--- config.mk ---
export PLATFORM = sky130hd
export DESIGN_NAME = pseq_sequencer
export DESIGN_NICKNAME = d
export VERILOG_FILES = /design/src/hdl/pseq_pkg.sv /design/src/hdl/pseq_sequencer.sv
export SDC_FILE = /design/constraint.sdc
export NUM_CORES = 1
export LEC_CHECK = 0
export ABC_AREA = 1
export BUFFER_PORTS_ARGS = -buffer_cell sky130_fd_sc_hd__buf_2
export CAP_MARGIN = 20
export CORE_MARGIN = 2
export CORE_UTILIZATION = 45
export CTS_CLUSTER_DIAMETER = 40
export DETAILED_ROUTE_END_ITERATION = 8
export PLACE_DENSITY = 0.65
export SLEW_MARGIN = 25
export SYNTH_ARGS = -nofsm -noshare
export SYNTH_HDL_FRONTEND = slang
export SYNTH_SLANG_ARGS = --single-unit
--- constraint.sdc ---
create_clock -name clk -period 3 [get_ports clk]
set_clock_uncertainty 0.05 [all_clocks]
set_input_delay 0.45 -clock clk [delete_from_list [all_inputs] [get_ports clk]]
set_output_delay 0.45 -clock clk [all_outputs]
set_load 0.02 [all_outputs]
--- src/hdl/pseq_pkg.sv ---
package pseq_pkg;

   // Clock and time base
   localparam int CLK_HZ = 250_000_000;
   localparam int MS_PER_S = 1000;
   localparam int TICK_CYCLES = CLK_HZ / MS_PER_S;

   // Timing figures, in their own units
   localparam int WAIT_TIMEOUT_S = 20;
   localparam int LONG_PRESS_S = 8;
   localparam int LONG_PRESS_ALT_S = 15;
   localparam int DOWN_TOTAL_MS = 500;
   localparam int WAIT_TIMEOUT_MS = WAIT_TIMEOUT_S * MS_PER_S;
   localparam int LONG_PRESS_MS = LONG_PRESS_S * MS_PER_S;
   localparam int LONG_PRESS_ALT_MS = LONG_PRESS_ALT_S * MS_PER_S;

   // Step delays: code 0..3 selects 2..5 ms
   localparam logic [8:0] DELAY_MIN_MS = 9'h002;
   localparam logic [8:0] DELAY_MAX_MS = 9'h005;
   localparam logic [8:0] DOWN_FACTOR = 9'h00A;

   // Steps
   localparam logic [3:0] FIRST_STEP = 4'h1;
   localparam logic [3:0] BACKUP_LAST_STEP = 4'h2;
   localparam logic [3:0] LAST_STEP = 4'hA;
   localparam logic [3:0] UNASSIGNED = 4'h0;

   // Rail positions in the enable vector
   localparam int RAIL_COUNT = 10;
   localparam int BUCK_ONE = 0;
   localparam int BUCK_TWO = 1;
   localparam int BUCK_THREE = 2;
   localparam int BUCK_BOOST = 3;
   localparam int BACKUP_BUCK_CORE = 4;
   localparam int BACKUP_BUCK_IO = 5;
   localparam int LINEAR_REG_ONE = 6;
   localparam int LOAD_SWITCH_ONE = 7;
   localparam int LOAD_SWITCH_TWO = 8;
   localparam int LOAD_SWITCH_THREE = 9;
   localparam logic [9:0] BACKUP_MASK = 10'h030;
   localparam logic [9:0] EARLY_OFF_MASK = 10'h0CF;
   localparam logic [9:0] LATE_OFF_MASK = 10'h300;
   localparam logic [9:0] RAILS_RESET = 10'h000;

   // Synchronised input positions
   localparam int IN_PB = 0;
   localparam int IN_AC = 1;
   localparam int IN_PEN = 2;
   localparam int IN_MAIN = 3;
   localparam int IN_THERM = 4;
   localparam int IN_LOCK = 5;
   localparam int IN_PGF = 6;
   localparam int IN_COUNT = 7;
   // Button and adapter idle high, so reset release is not a press
   localparam logic [6:0] IN_IDLE = 7'h03;

   typedef enum logic [2:0] {
      ST_OFF, ST_WAIT, ST_ACTIVE, ST_SUSPEND, ST_RECOVERY, ST_DOWN
   } pseq_state_e;

endpackage

--- src/hdl/pseq_sequencer.sv ---
module pseq_sequencer #(
   parameter int TICK_CYCLES = pseq_pkg::TICK_CYCLES,
   parameter int WAIT_TIMEOUT_MS = pseq_pkg::WAIT_TIMEOUT_MS,
   parameter int LONG_PRESS_MS = pseq_pkg::LONG_PRESS_MS,
   parameter int LONG_PRESS_ALT_MS = pseq_pkg::LONG_PRESS_ALT_MS
) (
   // Clock and reset
   input wire logic clk,
   input wire logic resetn,
   // Pins, asynchronous to clk
   input wire logic push_button_pin,
   input wire logic adapter_detect,
   input wire logic power_enable_pin,
   input wire logic main_supply_present,
   // Fault indications, asynchronous to clk
   input wire logic thermal_trip,
   input wire logic supply_lockout,
   input wire logic power_good_fail,
   // Configuration
   input wire logic [9:0][3:0] step_assign,
   input wire logic [8:0][1:0] step_delay,
   input wire logic down_delay_factor,
   input wire logic backup_seal,
   input wire logic long_press_sel,
   // Software rail enables
   input wire logic sw_enable_wr,
   input wire logic [9:0] sw_enable_data,
   // Status and rail controls
   output logic [9:0] rail_enable,
   output logic [9:0] discharge_enable,
   output pseq_pkg::pseq_state_e power_state,
   output logic seq_busy,
   output logic enable_write_refused
);
   ////////////////////////////////////////////////////////////////////////
   typedef struct packed {
      logic [6:0] sync1;
      logic [6:0] sync2;
      logic [6:0] prev;
      pseq_pkg::pseq_state_e state;
      pseq_pkg::pseq_state_e target;
      logic up_busy;
      logic [3:0] step;
      logic [8:0] dly;
      logic [17:0] pre;
      logic [14:0] phase;
      logic [13:0] press;
      logic [9:0] rails;
      logic [9:0] dchg;
      logic refused;
   } pseq_regs_s;
   pseq_regs_s r;
   pseq_regs_s next_r;
   // Rails assigned to a step; steps one and two only reach backup rails
   function automatic logic [9:0] rails_at(input logic [9:0][3:0] a,
                                           input logic [3:0] s);
      logic [9:0] m;
      m = '0;
      for (int i = 0; i < pseq_pkg::RAIL_COUNT; i++) begin
         m[i] = (a[i] == s) && (s != pseq_pkg::UNASSIGNED);
      end
      if (s <= pseq_pkg::BACKUP_LAST_STEP) begin
         m = m & pseq_pkg::BACKUP_MASK;
      end
      return m;
   endfunction
   // Delay in ms plus one, so that a free-running tick never cuts it short
   function automatic logic [8:0] delay_ms(input logic [1:0] code,
                                           input logic slow);
      logic [8:0] d;
      d = pseq_pkg::DELAY_MIN_MS + {7'h00, code};
      if (slow) begin
         d = 9'(d * pseq_pkg::DOWN_FACTOR);
      end
      return 9'(d + 9'h001);
   endfunction
   logic [9:0] unseq;
   logic tick, pb, ac, pen, mains, therm, lock, pgf;
   logic pb_fall, ac_fall, fault, blocked, long_hit, busy;
   logic go_up, go_down;
   pseq_pkg::pseq_state_e down_to;
   logic [9:0] m;
   generate
      for (genvar g = 0; g < pseq_pkg::RAIL_COUNT; g++) begin : g_unseq
         assign unseq[g] = step_assign[g] == pseq_pkg::UNASSIGNED;
      end
   endgenerate
   ////////////////////////////////////////////////////////////////////////
   always_comb begin
      next_r = r;
      next_r.sync1 = {power_good_fail, supply_lockout, thermal_trip,
                      main_supply_present, power_enable_pin,
                      adapter_detect, push_button_pin};
      next_r.sync2 = r.sync1;
      next_r.prev = r.sync2;
      next_r.refused = 1'b0;
      pb = r.sync2[pseq_pkg::IN_PB];
      ac = r.sync2[pseq_pkg::IN_AC];
      pen = r.sync2[pseq_pkg::IN_PEN];
      mains = r.sync2[pseq_pkg::IN_MAIN];
      therm = r.sync2[pseq_pkg::IN_THERM];
      lock = r.sync2[pseq_pkg::IN_LOCK];
      pgf = r.sync2[pseq_pkg::IN_PGF];
      pb_fall = r.prev[pseq_pkg::IN_PB] & ~pb;
      ac_fall = r.prev[pseq_pkg::IN_AC] & ~ac;
      blocked = therm | lock;
      fault = therm | lock | pgf;
      busy = r.up_busy | (r.state == pseq_pkg::ST_DOWN);
      go_up = 1'b0;
      go_down = 1'b0;
      down_to = pseq_pkg::ST_OFF;
      m = '0;
      // Millisecond time base
      tick = r.pre == 18'(TICK_CYCLES - 1);
      next_r.pre = tick ? '0 : 18'(r.pre + 18'h00001);
      if (tick && r.phase != '1) begin
         next_r.phase = 15'(r.phase + 15'h0001);
      end
      if (pb) begin
         next_r.press = '0;
      end else if (tick && r.press != '1) begin
         next_r.press = 14'(r.press + 14'h0001);
      end
      long_hit = r.press >= (long_press_sel ? 14'(LONG_PRESS_ALT_MS)
                                            : 14'(LONG_PRESS_MS));
      // Software enables apply only while the sequencer is idle
      if (sw_enable_wr) begin
         if (busy) begin
            next_r.refused = 1'b1;
         end else begin
            next_r.rails = sw_enable_data;
            next_r.dchg = r.dchg & ~sw_enable_data;
         end
      end
      // Up sequencer runs alongside the await and active states
      if (r.up_busy) begin
         if (r.dly != '0) begin
            if (tick) begin
               next_r.dly = 9'(r.dly - 9'h001);
            end
         end else begin
            // Already-on rails are enabled again: steps one and two always run
            m = rails_at(step_assign, r.step);
            next_r.rails = next_r.rails | m;
            next_r.dchg = next_r.dchg & ~m;
            if (r.step == pseq_pkg::LAST_STEP) begin
               next_r.up_busy = 1'b0;
            end else begin
               next_r.step = 4'(r.step + 4'h1);
               next_r.dly = delay_ms(step_delay[4'(r.step - 4'h1)], 1'b0);
            end
         end
      end

      ////////////////////////////////////////////////////////////////////
      case (r.state)
         pseq_pkg::ST_OFF, pseq_pkg::ST_RECOVERY: begin
            if (!blocked && (pb_fall || !ac || pen || (mains && !ac))) begin
               go_up = 1'b1;
            end
         end
         pseq_pkg::ST_SUSPEND: begin
            if (fault) begin
               go_down = 1'b1;
               down_to = (backup_seal && blocked) ? pseq_pkg::ST_RECOVERY
                                                  : pseq_pkg::ST_OFF;
            end else if (long_hit) begin
               go_down = 1'b1;
            end else if (pb_fall || ac_fall || pen) begin
               go_up = 1'b1;
            end
         end
         pseq_pkg::ST_WAIT, pseq_pkg::ST_ACTIVE: begin
            if (fault) begin
               go_down = 1'b1;
               down_to = (backup_seal && blocked) ? pseq_pkg::ST_RECOVERY
                                                  : pseq_pkg::ST_OFF;
            end else if (long_hit) begin
               go_down = 1'b1;
            end else if (r.state == pseq_pkg::ST_ACTIVE) begin
               // Adapter detect plays no part here
               if (!pen) begin
                  go_down = 1'b1;
                  down_to = backup_seal ? pseq_pkg::ST_SUSPEND
                                        : pseq_pkg::ST_OFF;
               end
            end else if (pen) begin
               next_r.state = pseq_pkg::ST_ACTIVE;
            end else if (pb && ac &&
                         r.phase >= 15'(WAIT_TIMEOUT_MS)) begin
               go_down = 1'b1;
            end
         end
         pseq_pkg::ST_DOWN: begin
            if (r.step != '0) begin
               if (r.dly != '0) begin
                  if (tick) begin
                     next_r.dly = 9'(r.dly - 9'h001);
                  end
               end else begin
                  m = rails_at(step_assign, r.step);
                  if (backup_seal && r.step <= pseq_pkg::BACKUP_LAST_STEP)
                  begin
                     m = '0;
                  end
                  next_r.rails = next_r.rails & ~m;
                  next_r.dchg = next_r.dchg | m;
                  next_r.step = 4'(r.step - 4'h1);
                  if (r.step != pseq_pkg::FIRST_STEP) begin
                     next_r.dly = delay_ms(step_delay[4'(r.step - 4'h2)],
                                           down_delay_factor);
                  end
               end
            end
            // Fixed end point keeps discharge on well before any restart
            if (r.phase >= 15'(pseq_pkg::DOWN_TOTAL_MS)) begin
               next_r.state = r.target;
               if (r.target != pseq_pkg::ST_SUSPEND) begin
                  m = unseq & pseq_pkg::LATE_OFF_MASK;
                  next_r.rails = next_r.rails & ~m;
                  next_r.dchg = next_r.dchg | m;
               end
            end
         end
         default: begin
            next_r.state = pseq_pkg::ST_OFF;
         end
      endcase
      if (go_up) begin
         next_r.state = pseq_pkg::ST_WAIT;
         next_r.up_busy = 1'b1;
         next_r.step = pseq_pkg::FIRST_STEP;
         next_r.dly = '0;
         next_r.phase = '0;
         next_r.pre = '0;
      end
      if (go_down) begin
         next_r.state = pseq_pkg::ST_DOWN;
         next_r.target = down_to;
         next_r.up_busy = 1'b0;
         next_r.step = pseq_pkg::LAST_STEP;
         next_r.dly = '0;
         next_r.phase = '0;
         next_r.pre = '0;
         // Suspend keeps unsequenced rails as they were in active
         if (down_to != pseq_pkg::ST_SUSPEND) begin
            m = unseq & pseq_pkg::EARLY_OFF_MASK;
            next_r.rails = next_r.rails & ~m;
            next_r.dchg = next_r.dchg | m;
         end
      end
   end
   always_ff @(posedge clk or negedge resetn) begin
      if (!resetn) begin
         r <= '0;
         r.sync1 <= pseq_pkg::IN_IDLE;
         r.sync2 <= pseq_pkg::IN_IDLE;
         r.prev <= pseq_pkg::IN_IDLE;
      end else begin
         r <= next_r;
      end
   end
   assign rail_enable = r.rails;
   assign discharge_enable = r.dchg;
   assign power_state = r.state;
   assign seq_busy = r.up_busy | (r.state == pseq_pkg::ST_DOWN);
   assign enable_write_refused = r.refused;
endmodule // pseq_sequencer

# ---- Yosys cells after proc, flatten, opt, wreduce, memory -nomap -nowiden
# Cells that the tools add are included.
dict set report totals {
  word_cells 200
  register_bits 104
  output_inout_bits 25
}
dict set report op_classes {
  n_eq_ne 28
  n_bitwise 21
  n_addsub 11
  mux 77
  multipliers 1
  n_lt_le_gt_ge 6
  n_reduce_logical 42
}
# op count
set op_table {}
lappend op_table {{two-way mux 20 bit} 11}
lappend op_table {{two-way mux 9 bit} 9}
lappend op_table {{two-way mux 10 bit} 7}
lappend op_table {{two-way mux 14 bit} 4}
lappend op_table {{two-way mux 53 bit} 1}
lappend op_table {{AND 10 bit} 5}
lappend op_table {{two-way mux 47 bit} 1}
lappend op_table {{equality test 4 bit} 10}
lappend op_table {{NOT 10 bit} 4}
lappend op_table {{two-way mux 13 bit} 3}
lappend op_table {{zero test 4 bit} 8}
lappend op_table {{OR 10 bit} 3}
lappend op_table {{two-way mux 3 bit} 9}
lappend op_table {{two-way mux 21 bit} 1}
lappend op_table {{adder 18 x 1 -> 18 bit (second input constant)} 1}
lappend op_table {{equality test 18 bit (second input constant)} 1}
lappend op_table {{logical AND 1 bit} 18}
lappend op_table {{two-way mux 18 bit} 1}
lappend op_table {{binary-select mux 2 bit (select 4 bit)} 2}
lappend op_table {{!= test 4 bit (second input constant)} 4}
lappend op_table {{adder 15 x 1 -> 15 bit (second input constant)} 1}
lappend op_table {{greater-or-equal comparator 15 bit (second input constant)} 1}
lappend op_table {{greater-or-equal comparator 15 x 9 -> 1 bit (second input constant)} 1}
lappend op_table {{two-way mux 15 bit} 1}
lappend op_table {{45 further kinds} 79}

# ---- Depth between registers and ports, before layout
dict set report logic_depth {
  depth_word 20
  ltp_mapped 21
  mapped_depth_nobuf 20
}

# ---- Worst setup path before layout
# OpenSTA, ideal clock, no wires.
dict set report synth_timing {
  kind {register -> register}
  from {register r[77] (netlist name)}
  to {register r[69] (netlist name)}
  required_ns 2.873
  arrival_time_ns 2.610
  n_path_buf 2
  path_slack_ns 0.262
  period_less_slack_ns 2.738
  path_stages_with_launch 20
  path_cell_list {dfrtp_1 -> buf_6 -> inv_2 -> buf_2 -> ha_1 -> inv_1 -> o21ai_0 -> a21oi_1 -> o311ai_0 -> o21ai_0 -> ha_1 -> nand2_1 -> o21ai_0 -> a21oi_1 -> nand2_1 -> nand2_1 -> nand2_1 -> nand2_1 -> nand2_1 -> a21oi_1}
}
# item line_no
set synth_rtl {}
lappend synth_rtl {{start, declared} pseq_sequencer.sv:52} ;# pseq_regs_s r;
lappend synth_rtl {{start signal, assigned} pseq_sequencer.sv:260} ;# r <= next_r;

==> metrics.log <==
[metrics] number of max-capacitance violations reported: 0
[metrics] count of flip-flops with a built-in enable after synthesis: 0
[metrics] Routed WL: 19.0 mm
[metrics] Cells after DPL: 1,301
[metrics] post-detailed-route wirelength per cell: 14.5 um
[metrics] layout overhead on the synthesized area: 10.7%
[metrics] die boundary width: 134 um
[metrics] worst slew margin relative to its limit: 57.2%
[metrics] peak clock frequency supported by timing: 0.374 GHz
[metrics] count of cell types in the netlist: 54
[metrics] clock sink count: 101
[metrics] Synth Register Bits: 101
[metrics] signal arrival time at the worst endpoint: 2910 ps
[metrics] area of the die: 17,900 sq um
[metrics] Critical Setup Path Class: reg2reg
[metrics] remaining antenna violation count: 0
[metrics] # nets final: 1,199
[metrics] Mapped Avg Cell Area: 7.46 sq um
[metrics] Final Cycle Share: 89.2%
[metrics] data required time at the worst endpoint: 3230 ps
[metrics] setup slack of the critical path after layout: 324 ps
[metrics] H-Tree Depth: 3
[metrics] RSZ-0062 raised after global routing: no
[metrics] DRC violations left: 0
[metrics] clock latency at the later pin of the worst-skew pair: 350 ps
[metrics] HP Class: in2async
[metrics] clock share of power: 21.9%
[metrics] kind of end point of the critical path: register
[metrics] delay of the slowest cell on the worst path: 340 ps
[metrics] share of cells above drive strength 1: 20.3%
[metrics] Place WS: 209 ps
[metrics] leftover overflow at the end of global routing: 0
[metrics] maximum number of pins on one net before global-route repair: 61
[metrics] number of buffers and inverters on the critical path: 2
[metrics] total of buffers placed on input and output ports: 104
[metrics] result of the run: finished clean
[metrics] Leak: 4.12 nW
[metrics] net switching power: 0.00226 W
[metrics] post-detail-place hpwl: 14.4 mm
[metrics] via count of the first global-routing pass: 6,382
[metrics] number of rows created at floorplan: 47
[metrics] initial DRC count: 363
[metrics] number of antenna diodes: 0
[metrics] final number of max-transition violations: 0
[metrics] number of antenna violations at the first check in global routing: 0
[metrics] element type at the critical path start: register
[metrics] share of total power in sequential cells: 29.6%
[metrics] Min Clock Period, post-route: 2680 ps
[metrics] 1st-pass router iterations: 5
[metrics] Die Ht: 134 um
[metrics] PwrDens: 631 nW/um^2
[metrics] Post-Route Utilization: 50.9%
[metrics] ordered list of cells on the worst path: inv_1, ha_4, inv_2, o21ai_0, a21oi_1, o311ai_0, o21ai_0, ha_1, nand2_1, o21ai_0, a21oi_1, nand2_1, nand2_1, nand2_1, nand2_1, nand2_1, a21oi_1
[metrics] starting density of the core: 45.9%
[metrics] CTS Hold Buffers Added: 0
[metrics] post-route setup TNS: 0 ps
[metrics] post-synthesis cell area: 7590 sq um
[metrics] Worst path top cell family by delay: compound AO/OA/AOI/OAI gates
[metrics] placeable core area: 16,500 sq um
[metrics] share of flip-flops with an asynchronous set or reset: 100%
[metrics] Net Count, Synth: 1,125
[metrics] most used cell along the critical path: sky130_fd_sc_hd__nand2_1
[metrics] total of endpoints with negative setup slack in the final report: 0
[metrics] library cell used as clock root buffer: sky130_fd_sc_hd__clkbuf_16
[metrics] Critical Path Slowest Stage Cell: sky130_fd_sc_hd__dfrtp_1
[metrics] sequential cell area fraction in the yosys report: 33.4%
[metrics] cells resized by post-CTS repair: 0
[metrics] number of I/O pins: 106
[metrics] Max Root-Sink Buffers: 2
[metrics] number of hold violations in the final report: 0
[metrics] maximum fanout along the worst path: 7
[metrics] number of buffers inserted by post-CTS setup repair: 0
[metrics] first-pass GRT wire length: 31.5 mm
[metrics] total of warnings raised by yosys: 0
[metrics] number of vias in the routed layout: 6,800
[metrics] pin slew with the least headroom to its limit: 636 ps
[metrics] clock buffers created by TritonCTS: 9
[metrics] part of the total power dissipated in combinational logic: 48.5%
[metrics] Post-Syn Instances: 1,018
[metrics] gr usage total: 21.8%
[metrics] top flip-flop cell by instance count after synthesis: sky130_fd_sc_hd__dfrtp_1
[metrics] clock-pin transition on the worst setup and hold timing paths: 70 ps
[metrics] number of vias per cell after detailed routing: 5.16
[metrics] cell-internal power: 0.00304 W
[metrics] worst IR drop on VDD: 0.333 mV
[metrics] post-route total power: 0.00530 W
[metrics] clock tree from TritonCTS: done
[metrics] GPL Wtd Cong: 0.859
[metrics] switching power as a share of total power: 42.7%
[metrics] number of non-filler instances in the completed layout: 1,317
## cell families after synthesis
group,after synthesis,synth area share (%)
simple gates,532,34.0
buf+inv,172,11.1
xor+xnor,67,7.73
compound gates,120,9.41
flops,101,33.4
fa+ha+maj,26,4.28
## path summary, 6_finish.rpt
path	slack (ps)	to	startpoint	depth (start not counted)
max	320	r[69]	r[78]	17
min	40	discharge_enable[4]	resetn	1
max reg2reg	320	r[69]	r[78]	17
min reg2reg	300	next_r[94]	next_r[101]	0
max in group asynchronous	2100	next_r[96]	resetn	2
min in group clk	140	next_r[95]	push_button_pin	1
## state kept, by name, summed over array words and instances (netlist names)
signal and flops:
ac 1, discharge_enable 10, enable_write_refused 1, lock 1, next_r 10, power_state 3
r 65, rail_enable 10
## synth_stat cells, types with 3 or more instances
cell type / number / share of area (%)
sky130_fd_sc_hd__a21oi_1: 36 / 2.4
sky130_fd_sc_hd__a22oi_1: 4 / 0.40
sky130_fd_sc_hd__a31oi_1: 5 / 0.41
sky130_fd_sc_hd__buf_2: 9 / 0.59
sky130_fd_sc_hd__buf_4: 31 / 3.1
sky130_fd_sc_hd__buf_6: 9 / 1.3
sky130_fd_sc_hd__clkbuf_1: 3 / 0.15
sky130_fd_sc_hd__clkinv_1: 4 / 0.20
sky130_fd_sc_hd__dfrtp_1: 95 / 31
sky130_fd_sc_hd__dfstp_2: 6 / 2.1
sky130_fd_sc_hd__ha_1: 26 / 4.3
sky130_fd_sc_hd__inv_1: 96 / 4.7
sky130_fd_sc_hd__inv_2: 18 / 0.89
sky130_fd_sc_hd__nand2_1: 216 / 11
sky130_fd_sc_hd__nand2_2: 10 / 0.82
sky130_fd_sc_hd__nand2_4: 5 / 0.74
sky130_fd_sc_hd__nand3_1: 110 / 7.3
sky130_fd_sc_hd__nand3_2: 6 / 0.79
sky130_fd_sc_hd__nand3b_1: 3 / 0.30
sky130_fd_sc_hd__nand4_1: 20 / 1.6
sky130_fd_sc_hd__nor2_1: 88 / 4.4
sky130_fd_sc_hd__nor2_2: 12 / 0.99
sky130_fd_sc_hd__nor2_4: 6 / 0.89
sky130_fd_sc_hd__nor3_1: 17 / 1.1
sky130_fd_sc_hd__nor3_2: 6 / 0.79
sky130_fd_sc_hd__nor3b_1: 3 / 0.30
sky130_fd_sc_hd__nor4_1: 11 / 0.91
sky130_fd_sc_hd__nor4_2: 4 / 0.66
sky130_fd_sc_hd__o211ai_1: 7 / 0.69
sky130_fd_sc_hd__o21ai_0: 37 / 2.4
sky130_fd_sc_hd__o21ai_1: 15 / 0.99
sky130_fd_sc_hd__or2_2: 4 / 0.33
sky130_fd_sc_hd__xnor2_1: 31 / 3.6
sky130_fd_sc_hd__xor2_1: 36 / 4.2
## power by group through the flow
stage          registers, W  logic [W]  clock network (W)
2_1_floorplan       0.00157    0.00199                  0
3_3_place_gp        0.00159    0.00249                  0
3_5_place_dp        0.00159    0.00252                  0
4_1_cts             0.00157    0.00253            0.00119
5_1_grt             0.00158    0.00290            0.00126
6_report            0.00157    0.00257            0.00116
## routing by layer
metal,routed length [um],vias up,track usage [%]
li1,-,3454,-
met1,8910,3170,29.4
met2,9050,159,36.3
met3,825,17,3.33
met4,246,0,6.44
met5,0,-,0
## layout make-up
cell class / count / area, sq um
Clock buffer: 11 / 253
Multi-Input combinational cell: 745 / 4230
Clock inverter: 5 / 38.8
Inverter: 120 / 455
Fill cell: 1654 / 8120
Sequential cell: 101 / 2530
Timing Repair Buffer: 115 / 618
Tap cell: 220 / 275
## worst register-to-register path, delay by kind of cell (launching register included)
| family | cells | cell delay, ps |
|---|---|---|
| compound gates | 7 | 950 |
| fa+ha+maj | 2 | 650 |
| simple gates | 6 | 390 |
| flops | 1 | 340 |
| buf+inv | 2 | 220 |
## through the flow
stage / hold WS (ps) / instance area, sq um
detailed placement: 288 / 8100
finish: 39.5 / 8410
CTS: 48.9 / 8390
global route: 74.3 / 8410
global placement: 287 / 8100
floorplan: 104 / 7590
## layout by cell type (no fill, tap or decap), drive strengths merged, types with 3 or more instances in the layout
cell / n
o211ai: 7
clkbuf: 11
a21oi: 38
nand4: 20
nor3: 25
clkinv: 5
nand3b: 3
nor2: 106
nor3b: 4
a31oi: 5
xor2: 36
a22oi: 4
or2: 5
dfstp: 6
ha: 26
nand2: 232
xnor2: 31
o21ai: 55
nand3: 116
buf: 115
dfrtp: 95
inv: 119
nor4: 15
(Power assumes the default switching activity.)
